===== src/hdl/esm_pkg.sv =====
`default_nettype none
package esm_pkg;

    // =========================================================
    // Address map of the core bus
    // =========================================================
    localparam logic [15:0] RAM_LO_BASE = 16'h0000;
    localparam logic [15:0] RAM_LO_TOP = 16'h01ff;
    localparam logic [15:0] RAM_HI_BASE = 16'h0200;
    localparam logic [15:0] RAM_HI_TOP = 16'h02ff;
    localparam logic [15:0] EP_LO_BASE = 16'hc000;
    localparam logic [15:0] EP_LO_TOP = 16'hdfff;
    localparam logic [15:0] EP_HI_BASE = 16'he000;
    localparam logic [15:0] EP_HI_TOP = 16'hffff;

    // =========================================================
    // Array and configuration bytes
    // =========================================================
    localparam int ARR_AW = 14;
    localparam logic [7:0] ERASED_BYTE = 8'hff;
    localparam logic [7:0] BLANK_BYTE = 8'hff;
    localparam logic CFG_MEM_IDX = 1'h0;
    localparam logic CFG_SEC_IDX = 1'h1;
    localparam logic [7:0] CFG_MEM_RESET = 8'hff;
    localparam logic [7:0] CFG_SEC_RESET = 8'hff;
    localparam int ROM_EN_BIT = 0;
    localparam int RAM_EN_BIT = 1;
    localparam int SEC_LSB = 0;
    localparam logic [7:0] SCRAMBLE_KEY = 8'h5a;

    // =========================================================
    // Types
    // =========================================================
    typedef enum logic [1:0] {
        SEC_0 = 2'h0,
        SEC_1 = 2'h1,
        SEC_2 = 2'h2,
        SEC_3 = 2'h3
    } esm_sec_e;

    typedef enum logic [1:0] {
        KIND_OPCODE = 2'h0,
        KIND_OPERAND = 2'h1,
        KIND_VECTOR = 2'h2,
        KIND_RSVD = 2'h3
    } esm_kind_e;

    typedef enum logic [2:0] {
        PST_IDLE = 3'h1,
        PST_READ = 3'h2,
        PST_DONE = 3'h4
    } esm_pst_e;

    typedef struct packed {
        logic valid;
        esm_kind_e kind;
        logic [15:0] addr;
    } esm_cpu_req_s;

    typedef struct packed {
        logic ram;
        logic eprom;
        logic external;
    } esm_sel_s;

    typedef struct packed {
        logic valid;
        logic write;
        logic cfg;
        logic [ARR_AW-1:0] addr;
        logic [7:0] wdata;
    } esm_prog_req_s;

endpackage
`default_nettype wire


===== src/hdl/esm_scramble.sv =====
`timescale 1ns/10ps
`default_nettype none
// =========================================================
// Fixed per-location byte scrambler
// =========================================================
module esm_scramble (
    input wire logic [esm_pkg::ARR_AW-1:0] addr,
    input wire logic [7:0] din,
    output logic [7:0] dout
);
    logic [7:0] mask;

    // Same location always gives the same mask, so a dump is stable
    // but useless without the key and the mixing.
    always_comb begin
        mask = addr[7:0] ^ {addr[13:8], addr[1:0]} ^ esm_pkg::SCRAMBLE_KEY;
        mask = {mask[2:0], mask[7:3]} ^ {addr[5:0], addr[13:12]};
        dout = din ^ mask;
    end
endmodule
`default_nettype wire


===== src/hdl/esm_security.sv =====
`timescale 1ns/10ps
`default_nettype none
module esm_security (
    input wire logic mclk,
    input wire logic rst_b,
    input wire logic prog_mode,
    input wire logic external_memory_select,
    input wire esm_pkg::esm_cpu_req_s cpu_req,
    output esm_pkg::esm_sel_s cpu_sel,
    output logic [7:0] cpu_rdata,
    output logic cpu_rvalid,
    input wire esm_pkg::esm_prog_req_s prog_req,
    output logic prog_ready,
    output logic prog_ack,
    output logic prog_reject,
    output logic [7:0] prog_rdata,
    output logic [esm_pkg::ARR_AW-1:0] arr_addr,
    output logic arr_rd,
    output logic arr_we,
    output logic [7:0] arr_wdata,
    input wire logic [7:0] arr_rdata,
    output logic [1:0] security_level,
    output logic lower_eprom_half_enable,
    output logic upper_ram_half_enable,
    output logic ext_mode
);

    // =========================================================
    // Configuration bytes
    // =========================================================
    // Held in flops standing in for the EPROM cells; reset to the
    // erased pattern so an unprogrammed part is fully open.
    // Index 1 holds the security level, index 0 the memory map bits.
    logic [7:0] memory_config_byte_ff;
    logic [7:0] sec_config_byte_ff;
    esm_pkg::esm_sec_e level;
    logic level_open;
    logic level_rt_prot;

    // Decode is combinational off the stored byte, so a level write
    // governs the very next request.
    always_comb begin
        level = esm_pkg::esm_sec_e'(
            sec_config_byte_ff[esm_pkg::SEC_LSB +: 2]);
        level_open = (level == esm_pkg::SEC_3);
        // Runtime protection only at the two lowest levels; level 2
        // is write protection alone
        level_rt_prot = (level == esm_pkg::SEC_1) ||
                        (level == esm_pkg::SEC_0);
    end

    assign security_level = level;
    assign lower_eprom_half_enable =
        memory_config_byte_ff[esm_pkg::ROM_EN_BIT];
    assign upper_ram_half_enable =
        memory_config_byte_ff[esm_pkg::RAM_EN_BIT];
    // Erased bits read as 1, so a blank part has every half switched on.

    // =========================================================
    // External memory select, caught once after reset release
    // =========================================================
    // The pin doubles as the programming supply, so it is only taken
    // at the first edge after reset; later swings have no effect.
    // Swapping between internal and external code therefore needs a
    // fresh reset pulse.
    logic ext_ff;
    logic ext_taken_ff;

    always_ff @(posedge mclk or negedge rst_b) begin
        if (!rst_b) begin
            ext_ff <= 1'b0;
            ext_taken_ff <= 1'b0;
        end else if (!ext_taken_ff) begin
            ext_ff <= external_memory_select;
            ext_taken_ff <= 1'b1;
        end
    end

    assign ext_mode = ext_ff;

    // =========================================================
    // Address decode for the core
    // =========================================================
    logic hit_ram_lo;
    logic hit_ram_hi;
    logic hit_ep_lo;
    logic hit_ep_hi;
    logic int_eprom;
    logic int_ram;

    // Whatever is neither internal RAM nor enabled internal EPROM goes to
    // the external bus, the switched-off halves included.
    always_comb begin
        hit_ram_lo = (cpu_req.addr <= esm_pkg::RAM_LO_TOP);
        hit_ram_hi = (cpu_req.addr >= esm_pkg::RAM_HI_BASE) &&
                     (cpu_req.addr <= esm_pkg::RAM_HI_TOP);
        hit_ep_lo = (cpu_req.addr >= esm_pkg::EP_LO_BASE) &&
                    (cpu_req.addr <= esm_pkg::EP_LO_TOP);
        hit_ep_hi = (cpu_req.addr >= esm_pkg::EP_HI_BASE);
        int_ram = hit_ram_lo ||
                  (hit_ram_hi && upper_ram_half_enable);
        int_eprom = !ext_ff &&
                    (hit_ep_hi ||
                     (hit_ep_lo && lower_eprom_half_enable));

        // At most one select is high, and none in programming mode
        cpu_sel.ram = cpu_req.valid && !prog_mode && int_ram;
        cpu_sel.eprom = cpu_req.valid && !prog_mode && int_eprom;
        cpu_sel.external = cpu_req.valid && !prog_mode &&
                           !int_ram && !int_eprom;
    end

    // =========================================================
    // Opcode origin tracking
    // =========================================================
    // Remembers whether the instruction now executing was fetched
    // from on-chip EPROM; its operand reads are judged by this.
    // Vector fetches leave it alone: the interrupted code's origin
    // stays in force until the handler's first opcode is fetched.
    // Reset clears it, so operands before any opcode count as foreign.
    logic opcode_in_eprom_ff;

    always_ff @(posedge mclk or negedge rst_b) begin
        if (!rst_b) begin
            opcode_in_eprom_ff <= 1'b0;
        end else if (cpu_req.valid && !prog_mode &&
                     cpu_req.kind == esm_pkg::KIND_OPCODE) begin
            opcode_in_eprom_ff <= int_eprom;
        end
    end

    // =========================================================
    // Core read path: array answers one cycle after the address
    // =========================================================
    logic cpu_block;
    logic s1_valid_ff;
    logic s1_block_ff;

    // The block decision is made with the request, since the origin
    // flag may already change with the next opcode fetch. Levels 3
    // and 2 never block anything.
    always_comb begin
        cpu_block = 1'b0;
        if (level_rt_prot) begin
            case (cpu_req.kind)
                // Jumps and branches only fetch opcodes: never blocked
                esm_pkg::KIND_OPCODE: cpu_block = 1'b0;
                esm_pkg::KIND_VECTOR: cpu_block = 1'b0;
                esm_pkg::KIND_OPERAND:
                    cpu_block = !opcode_in_eprom_ff;
                default: cpu_block = 1'b0;
            endcase
        end
    end

    always_ff @(posedge mclk or negedge rst_b) begin
        if (!rst_b) begin
            s1_valid_ff <= 1'b0;
            s1_block_ff <= 1'b0;
        end else begin
            s1_valid_ff <= cpu_sel.eprom;
            s1_block_ff <= cpu_block;
        end
    end

    always_ff @(posedge mclk or negedge rst_b) begin
        if (!rst_b) begin
            cpu_rdata <= esm_pkg::BLANK_BYTE;
            cpu_rvalid <= 1'b0;
        end else begin
            cpu_rvalid <= s1_valid_ff;
            // Data holds between answers; only rvalid marks a new byte
            if (s1_valid_ff) begin
                cpu_rdata <= s1_block_ff ? esm_pkg::BLANK_BYTE :
                             arr_rdata;
            end
        end
    end

    // =========================================================
    // Programmer port
    // =========================================================
    // Only served in programming mode; in normal running there is no
    // path at all to the configuration bytes.
    // One transfer at a time: ready stays low until the ack has gone,
    // so a source that keeps valid up is simply served again.
    esm_pkg::esm_pst_e pst_ff;
    esm_pkg::esm_pst_e nxt_pst;
    logic prog_take;
    logic prog_wr_ok;
    logic [esm_pkg::ARR_AW-1:0] prog_addr_ff;
    logic [7:0] scrambled;
    logic [7:0] cfg_sel_byte;

    assign prog_ready = (pst_ff == esm_pkg::PST_IDLE);
    assign prog_take = prog_ready && prog_mode && prog_req.valid;
    // Writes only at the open level
    assign prog_wr_ok = prog_take && prog_req.write &&
                        level_open;
    assign prog_ack = (pst_ff == esm_pkg::PST_DONE);
    // The low address bit picks one of the two configuration bytes
    assign cfg_sel_byte = (prog_req.addr[0] == esm_pkg::CFG_SEC_IDX) ?
                          sec_config_byte_ff : memory_config_byte_ff;

    // Fed from the registered address, so the mask has settled by the
    // time the array data comes back.
    esm_scramble u_scramble (
        .addr(prog_addr_ff),
        .din(arr_rdata),
        .dout(scrambled)
    );

    // Array reads spend one cycle waiting on the array; everything
    // else is answered one cycle after the take.
    always_comb begin
        nxt_pst = pst_ff;
        case (pst_ff)
            esm_pkg::PST_IDLE: begin
                if (prog_take) begin
                    if (!prog_req.write && !prog_req.cfg) begin
                        nxt_pst = esm_pkg::PST_READ;
                    end else begin
                        nxt_pst = esm_pkg::PST_DONE;
                    end
                end
            end
            esm_pkg::PST_READ: nxt_pst = esm_pkg::PST_DONE;
            esm_pkg::PST_DONE: nxt_pst = esm_pkg::PST_IDLE;
            default: nxt_pst = esm_pkg::PST_IDLE;
        endcase
    end

    always_ff @(posedge mclk or negedge rst_b) begin
        if (!rst_b) begin
            pst_ff <= esm_pkg::PST_IDLE;
        end else begin
            pst_ff <= nxt_pst;
        end
    end

    // The address is kept for the scrambler once valid has gone
    always_ff @(posedge mclk or negedge rst_b) begin
        if (!rst_b) begin
            prog_addr_ff <= '0;
        end else if (prog_take) begin
            prog_addr_ff <= prog_req.addr;
        end
    end

    // A refusal is reported rather than silent, so a programmer can
    // tell a locked part from a cell that failed to program.
    always_ff @(posedge mclk or negedge rst_b) begin
        if (!rst_b) begin
            prog_reject <= 1'b0;
        end else if (prog_take) begin
            prog_reject <= prog_req.write &&
                           !level_open;
        end else if (pst_ff == esm_pkg::PST_DONE) begin
            prog_reject <= 1'b0;
        end
    end

    // Read data: configuration bytes are true at every level. The level
    // cannot move during a transfer, as no write is taken meanwhile.
    always_ff @(posedge mclk or negedge rst_b) begin
        if (!rst_b) begin
            prog_rdata <= esm_pkg::BLANK_BYTE;
        end else if (prog_take && !prog_req.write && prog_req.cfg) begin
            prog_rdata <= cfg_sel_byte;
        end else if (pst_ff == esm_pkg::PST_READ) begin
            case (level)
                esm_pkg::SEC_3: prog_rdata <= arr_rdata;
                esm_pkg::SEC_2: prog_rdata <= arr_rdata;
                esm_pkg::SEC_1: prog_rdata <= scrambled;
                esm_pkg::SEC_0:
                    prog_rdata <= esm_pkg::BLANK_BYTE;
                default: prog_rdata <= esm_pkg::BLANK_BYTE;
            endcase
        end
    end

    // Cells only go from 1 to 0, so a write ANDs into the byte. The
    // level can therefore only fall; in this flop model a reset brings
    // back the erased pattern, which a real cell would not do.
    always_ff @(posedge mclk or negedge rst_b) begin
        if (!rst_b) begin
            memory_config_byte_ff <= esm_pkg::CFG_MEM_RESET;
            sec_config_byte_ff <= esm_pkg::CFG_SEC_RESET;
        end else if (prog_wr_ok && prog_req.cfg) begin
            if (prog_req.addr[0] == esm_pkg::CFG_SEC_IDX) begin
                sec_config_byte_ff <= sec_config_byte_ff &
                                      prog_req.wdata;
            end else begin
                memory_config_byte_ff <= memory_config_byte_ff &
                                         prog_req.wdata;
            end
        end
    end

    // =========================================================
    // Array port mux
    // =========================================================
    // Programming mode owns the array; the core never reaches it then.
    // Running mode never writes, and parks the write data at the erased
    // value so no stray zero can reach a cell.
    always_comb begin
        if (prog_mode) begin
            arr_addr = prog_req.addr;
            arr_rd = prog_take && !prog_req.write && !prog_req.cfg;
            arr_we = prog_wr_ok && !prog_req.cfg;
            arr_wdata = prog_req.wdata;
        end else begin
            arr_addr = cpu_req.addr[esm_pkg::ARR_AW-1:0];
            arr_rd = cpu_sel.eprom;
            arr_we = 1'b0;
            arr_wdata = esm_pkg::ERASED_BYTE;
        end
    end

endmodule
`default_nettype wire


===== config.mk =====
export PLATFORM = sky130hd
export DESIGN_NAME = esm_security
export DESIGN_NICKNAME = d
export VERILOG_FILES = /design/src/hdl/esm_pkg.sv /design/src/hdl/esm_scramble.sv /design/src/hdl/esm_security.sv
export SDC_FILE = /design/constraint.sdc
export NUM_CORES = 1
export LEC_CHECK = 0
export ABC_AREA = 1
export BUFFER_PORTS_ARGS = -buffer_cell sky130_fd_sc_hd__buf_2
export CAP_MARGIN = 15
export CORE_MARGIN = 1
export CORE_UTILIZATION = 50
export CTS_CLUSTER_SIZE = 8
export DETAILED_ROUTE_END_ITERATION = 16
export PLACE_DENSITY = 0.9
export SLEW_MARGIN = 10
export SYNTH_ARGS = -nofsm -noshare
export SYNTH_HDL_FRONTEND = slang
export SYNTH_SLANG_ARGS = --single-unit

===== constraint.sdc =====
create_clock -name mclk -period 1.85 [get_ports mclk]
set_clock_uncertainty 0.15 [all_clocks]
set_input_delay 0 -clock mclk [delete_from_list [all_inputs] [get_ports mclk]]
set_output_delay 0 -clock mclk [all_outputs]
set_load 0.02 [all_outputs]

### Word level (Yosys, flattened, before mapping)

Cells that the tools add are included.

| cells by class | value |
|---|---|
| $lt $le $gt $ge | 6 |
| eq/ne operators | 8 |
| mux-type cells | 16 |
| reductions and logical operators | 40 |
| bitwise logic cells | 7 |

Operators by type and width:

| kind | number |
|---|---|
| $mux W8 | 5 |
| $ge A16 B16 Y1 const B | 2 |
| $pmux W8 S3 | 1 |
| $xor A8 B8 Y8 | 3 |
| $logic_and A1 B1 Y1 | 22 |
| $and A8 B8 Y8 | 2 |
| $ge A16 B10 Y1 const B | 1 |
| $le A16 B10 Y1 const B | 1 |
| $le A16 B16 Y1 const B | 1 |
| $le A16 B9 Y1 const B | 1 |
| $mux W14 | 1 |
| $logic_not A1 Y1 | 8 |
| $mux W1 | 6 |
| $mux W3 | 2 |
| $pmux W3 S2 | 1 |
| $eq A2 B1 Y1 const B | 2 |
| $eq A2 B2 Y1 const B | 2 |
| $logic_not A2 Y1 | 2 |
| $not A4 Y4 | 1 |
| $reduce_and A2 Y1 | 2 |
| $reduce_bool A2 Y1 | 2 |
| $eq A3 B1 Y1 const B | 1 |
| $eq A3 B2 Y1 const B | 1 |
| $eq A3 B3 Y1 const B | 1 |
| 4 further kinds | 6 |

| storage, ports and cells | value |
|---|---|
| register bits | 56 |
| logic and storage cells | 90 |

### Logic depth before layout (Yosys ltp)

| depth | value |
|---|---|
| word-level depth | 7 |
| gate-level depth with buffers | 9 |

### Modules after synthesis

A second synthesis with hierarchy kept.

| second synthesis, totals | value |
|---|---|
| cells, all modules | 449 |
| area total of the unflattened synthesis | 3324.4 µm² |

Modules (own cells, without submodules):

| module | area an instance (µm²) | cells an instance | times used |
|---|---|---|---|
| esm_security | 3014.1 | 385 | 1 |
| esm_scramble | 310.3 | 64 | 1 |

### Worst setup path after synthesis

OpenSTA, ideal clock, no wires.

| timing | value |
|---|---|
| path kind | register -> output |
| from | register memory_config_byte_ff[1] |
| to | output cpu_sel[2] (netlist name) |
| buffers on the path | 0 |
| path slack | 0.337 ns |
| cell stages (with the launch flop) | 3 |
| data arrival time | 1.363 ns |
| cell sequence | dfstp_2 a21oi_1 nor4_1 |

RTL lines:

| item | RTL line | RTL |
|---|---|---|
| start, declared | esm_security.sv:34 | `logic [7:0] memory_config_byte_ff;` |
| start signal, assigned | esm_security.sv:287 | `memory_config_byte_ff <= esm_pkg::CFG_MEM_RESET;` |
| start signal, assigned | esm_security.sv:294 | `memory_config_byte_ff <= memory_config_byte_ff &` |
| end, declared | esm_security.sv:9 | `output esm_pkg::esm_sel_s cpu_sel,` |

### Final worst setup path

| timing | value |
|---|---|
| from | register sec_config_byte_ff[1] |
| to | output arr_we |

| between the ends | value |
|---|---|
| cells in the longest elaborated chain, start to end | 4 |

RTL lines:

| item | RTL line | RTL |
|---|---|---|
| start, declared | esm_security.sv:35 | `logic [7:0] sec_config_byte_ff;` |
| start signal, assigned | esm_security.sv:288 | `sec_config_byte_ff <= esm_pkg::CFG_SEC_RESET;` |
| start signal, assigned | esm_security.sv:291 | `sec_config_byte_ff <= sec_config_byte_ff &` |
| $eq A2 B2 Y1 | esm_security.sv:45 | `level_open = (level == esm_pkg::SEC_3);` |
| $logic_and A1 B1 Y1 | esm_security.sv:198 | `assign prog_wr_ok = prog_take && prog_req.write &&` |
| $logic_and A1 B1 Y1 | esm_security.sv:310 | `arr_we = prog_wr_ok && !prog_req.cfg;` |
| $mux W1 | esm_security.sv:307 | `if (prog_mode) begin` |
| end, declared | esm_security.sv:19 | `output logic arr_we,` |

Every way passes these cells.

==> impl_metrics.csv <==
group,metric,value,unit
clocking,max-clock-path-buffers,2,
yosys,postSynthCellCount,406,
layout,multi_input_comb_area,1270,um^2
timing,grt_setup_unrepaired,"no",
clocking,cts_num_sinks,56,
yosys,post_synthesis_instance_area,3020,um^2
global_route,grt_first_pass_wirelength,14200,um
clocking,ctsRootBufferMaster,"sky130_fd_sc_hd__clkbuf_8",
timing,fin_crit,1.72,ns
detailed_routing,wire_per_inst,14.1,um
floorplanning,floorplan.initialDensity,53.2,%
worst_setup_path,path_max_fanout,6,
clocking,clock_insertion_delay_at_the_later_pin_of_the_skew_report,0.31,ns
floorplanning,die-area,6350,um^2
global_route,grt_antenna_before_repair,0,
worst_setup_path,crit_path_start_kind,"flop",
detailed_routing,postRouteWirelength,8870,um
layout,antennaDiodeCount,0,
detailed_routing,postRouteAntennaNets,0,
floorplanning,floorplan.die.width,79.7,um
worst_setup_path,worstSetupEndpointType,"primary output",
timing,fmaxAchievable,582,MHz
detailed_routing,dr_total_vias,3236,
yosys,yosys_warnings,0,
layout,layout-area-overhead-vs-synth,37.3,%
timing,timing.setup.tns,0,ns
floorplanning,io_pins,108,
global_route,first_global_vias,3237,
detailed_routing,initialDrtViolationCount,299,
power_and_ir_drop,power.density_cell_area,1130,nW/um^2
flow_run,drv_cap,0,
yosys,seq_area_frac_synth,47.8,%
power_and_ir_drop,p_leak,2.25,nW
floorplanning,dieHeight,79.7,um
timing,min_period_over_period,92.9,%
floorplanning,placement_rows,27,
placed_design,port_buffers,107,
timing,worst_slew_pin_slew,0.581,ns
layout,finish.net_count,611,
min_path,hold_path.class,"input port to flop",
yosys,avgSynthCellArea,7.44,um^2
clocking,clk_pin_slew_worst_paths,0.10,ns
global_route,grtUsageTotal,29.3,%
power_and_ir_drop,vdd_ir_drop_max,0.612,mV
detailed_routing,drt-pass1-iter-count,5,
clocking,cts_inserted_buffers,5,
clocking,tritoncts,"built",
global_route,grt_max_degree,57,
floorplanning,design.core.area,5680,um^2
detailed_routing,viasPerCell,5.15,
layout,fillerInstances,419,
layout,utilization,73.0,%
outcome,run_status,"finished clean",
layout,layout_cell_share_with_drive_strength_beyond_1,32.2,%
timing,slew_viol_final,0,
timing,timing_hold_violations_final,0,
worst_setup_path,critical_path_required,1.70,ns
timing,finalSetupViolCount,0,
yosys,synth-seq-cells,56,
detailed_routing,drt_drc_violations_left,0,
timing,worst_slew_margin_rel,61.2,%
yosys,synthesis.nets,462,
placed_design,gpl_congestion,0.829,
placed_design,dp.final_hpwl,5890,um
clocking,h-tree-depth,2,
global_route,globalRouteOverflowTotal,0,
worst_setup_path,worstPathArrival,1.57,ns
worst_setup_path,critPathKind,"flop to primary output",
layout,layout.area.seq,1440,um^2
yosys,synth_cell_types,33,
[cell usage after synthesis, drive strengths merged]
master / number / area [um^2]
dfrtp: 23 / 576
buf: 12 / 68.8
nor2: 54 / 223
nor4: 2 / 12.5
a21oi: 10 / 50.1
conb: 1 / 3.75
mux2: 1 / 11.3
nand2: 121 / 469
a22oi: 1 / 7.51
inv: 63 / 236
nand4: 7 / 43.8
xor2: 2 / 17.5
o31ai: 1 / 7.51
or2: 8 / 50.1
nand3: 24 / 143
dfstp: 33 / 867
clkinv: 1 / 3.75
o21ai: 33 / 165
o22ai: 1 / 6.26
a31oi: 1 / 6.26
nor3: 5 / 36.3
o211ai: 2 / 15.0
[worst max-delay path: stages, from the launching register on]
cell and delay (ns):
sky130_fd_sc_hd__dfstp_2 0.61, sky130_fd_sc_hd__nand2_1 0.15, sky130_fd_sc_hd__nor4_1 0.27, sky130_fd_sc_hd__buf_2 0.22
[worst paths after layout]
| path | start | to | slack [ns] | depth (start not counted) |
|---|---|---|---|---|
| min reg2reg | sec_config_byte_ff[2] | sec_config_byte_ff[2] | 0.31 | 2 |
| max reg2reg | sec_config_byte_ff[1] | s1_block_ff | 0.18 | 4 |
| max in group asynchronous | rst_b | prog_rdata[0] | 1.18 | 3 |
| min in group asynchronous | rst_b | prog_addr_ff[3] | 0.04 | 3 |
| min | cpu_req[13] | opcode_in_eprom_ff | 0.02 | 3 |
| max | sec_config_byte_ff[1] | arr_we | 0.13 | 3 |
[state kept, by name, indices dropped and copies added, names as in the netlist]
| signal | flops |
|---|---|
| prog_rdata | 8 |
| cpu_rdata | 8 |
| ext_taken_ff | 1 |
| cpu_rvalid | 1 |
| pst_ff | 3 |
| sec_config_byte_ff | 8 |
| memory_config_byte_ff | 8 |
| prog_addr_ff | 14 |
| s1_block_ff | 1 |
| prog_reject | 1 |
| ext_mode | 1 |
| opcode_in_eprom_ff | 1 |
| s1_valid_ff | 1 |
[cells in the final DEF (no fill, tap or decap), types with 2 or more instances in the layout]
| master | instances |
|---|---|
| sky130_fd_sc_hd__a21oi_1 | 10 |
| sky130_fd_sc_hd__buf_2 | 107 |
| sky130_fd_sc_hd__buf_4 | 7 |
| sky130_fd_sc_hd__clkbuf_8 | 5 |
| sky130_fd_sc_hd__dfrtp_1 | 23 |
| sky130_fd_sc_hd__dfstp_2 | 33 |
| sky130_fd_sc_hd__dlygate4sd3_1 | 39 |
| sky130_fd_sc_hd__inv_1 | 60 |
| sky130_fd_sc_hd__inv_2 | 2 |
| sky130_fd_sc_hd__nand2_1 | 117 |
| sky130_fd_sc_hd__nand2_2 | 3 |
| sky130_fd_sc_hd__nand3_1 | 21 |
| sky130_fd_sc_hd__nand3_2 | 2 |
| sky130_fd_sc_hd__nand4_1 | 7 |
| sky130_fd_sc_hd__nor2_1 | 50 |
| sky130_fd_sc_hd__nor2_2 | 2 |
| sky130_fd_sc_hd__nor2_4 | 2 |
| sky130_fd_sc_hd__nor3_1 | 4 |
| sky130_fd_sc_hd__nor4_1 | 2 |
| sky130_fd_sc_hd__o211ai_1 | 2 |
| sky130_fd_sc_hd__o21ai_0 | 31 |
| sky130_fd_sc_hd__o21ai_1 | 2 |
| sky130_fd_sc_hd__or2_2 | 8 |
| sky130_fd_sc_hd__xor2_1 | 2 |
[stage by stage]
stage               hold WS (ns)  instances  setup slack [ns]  instance area, um^2  total power (W)
finish                    0.0250        628             0.132                 4150          0.00468
detailed placement        -0.132        575             0.276                 3600          0.00376
global placement          -0.135        575             0.333                 3600          0.00368
global route              0.0613        628            0.0689                 4150          0.00498
floorplan                 -0.446        406             0.337                 3020          0.00320
CTS                       0.0337        622            0.0380                 4100          0.00457
[final cells by class]
class                   instances  share of cell area [%]
clock inverters                 1                   0.121
multi-input cells             274                    30.6
flip-flops and latches         56                    34.8
well taps                      72                    2.17
repair buffers                154                    24.1
inverters                      64                    5.89
clock buffers                   7                    2.35
[report_power, final]
part / switching (W) / internal (W) / total [W]
clock: 0.000393 / 0.000348 / 0.000741
combinational: 0.00118 / 0.000682 / 0.00186
sequential: 0.000272 / 0.00181 / 0.00208
total: 0.00185 / 0.00284 / 0.00468
[kinds of logic after synthesis]
group	synth area share [%]
AO/OA/AOI/OAI	8.54
XOR/XNOR	0.580
buffers and inverters	10.2
flip-flops	47.8
multiplexers	0.373
other	0.124
AND/OR/NAND/NOR	32.4
[repair_timing]
action                                 in CTS  in global routing
resized for setup                           0                  2
hold buffers                               39                  0
endpoints found under the hold margin     106                  0
buffers inserted                            0                  6
setup endpoints to repair                   0                  3
[layer usage]
layer	track usage (%)	up-vias	share of wire (%)
li1	-	1554	-
met1	33.8	1467	40
met2	50.9	174	49
met3	6.29	41	6.8
met4	14.9	0	4.2
met5	0	-	0
(Power assumes the default switching activity.)
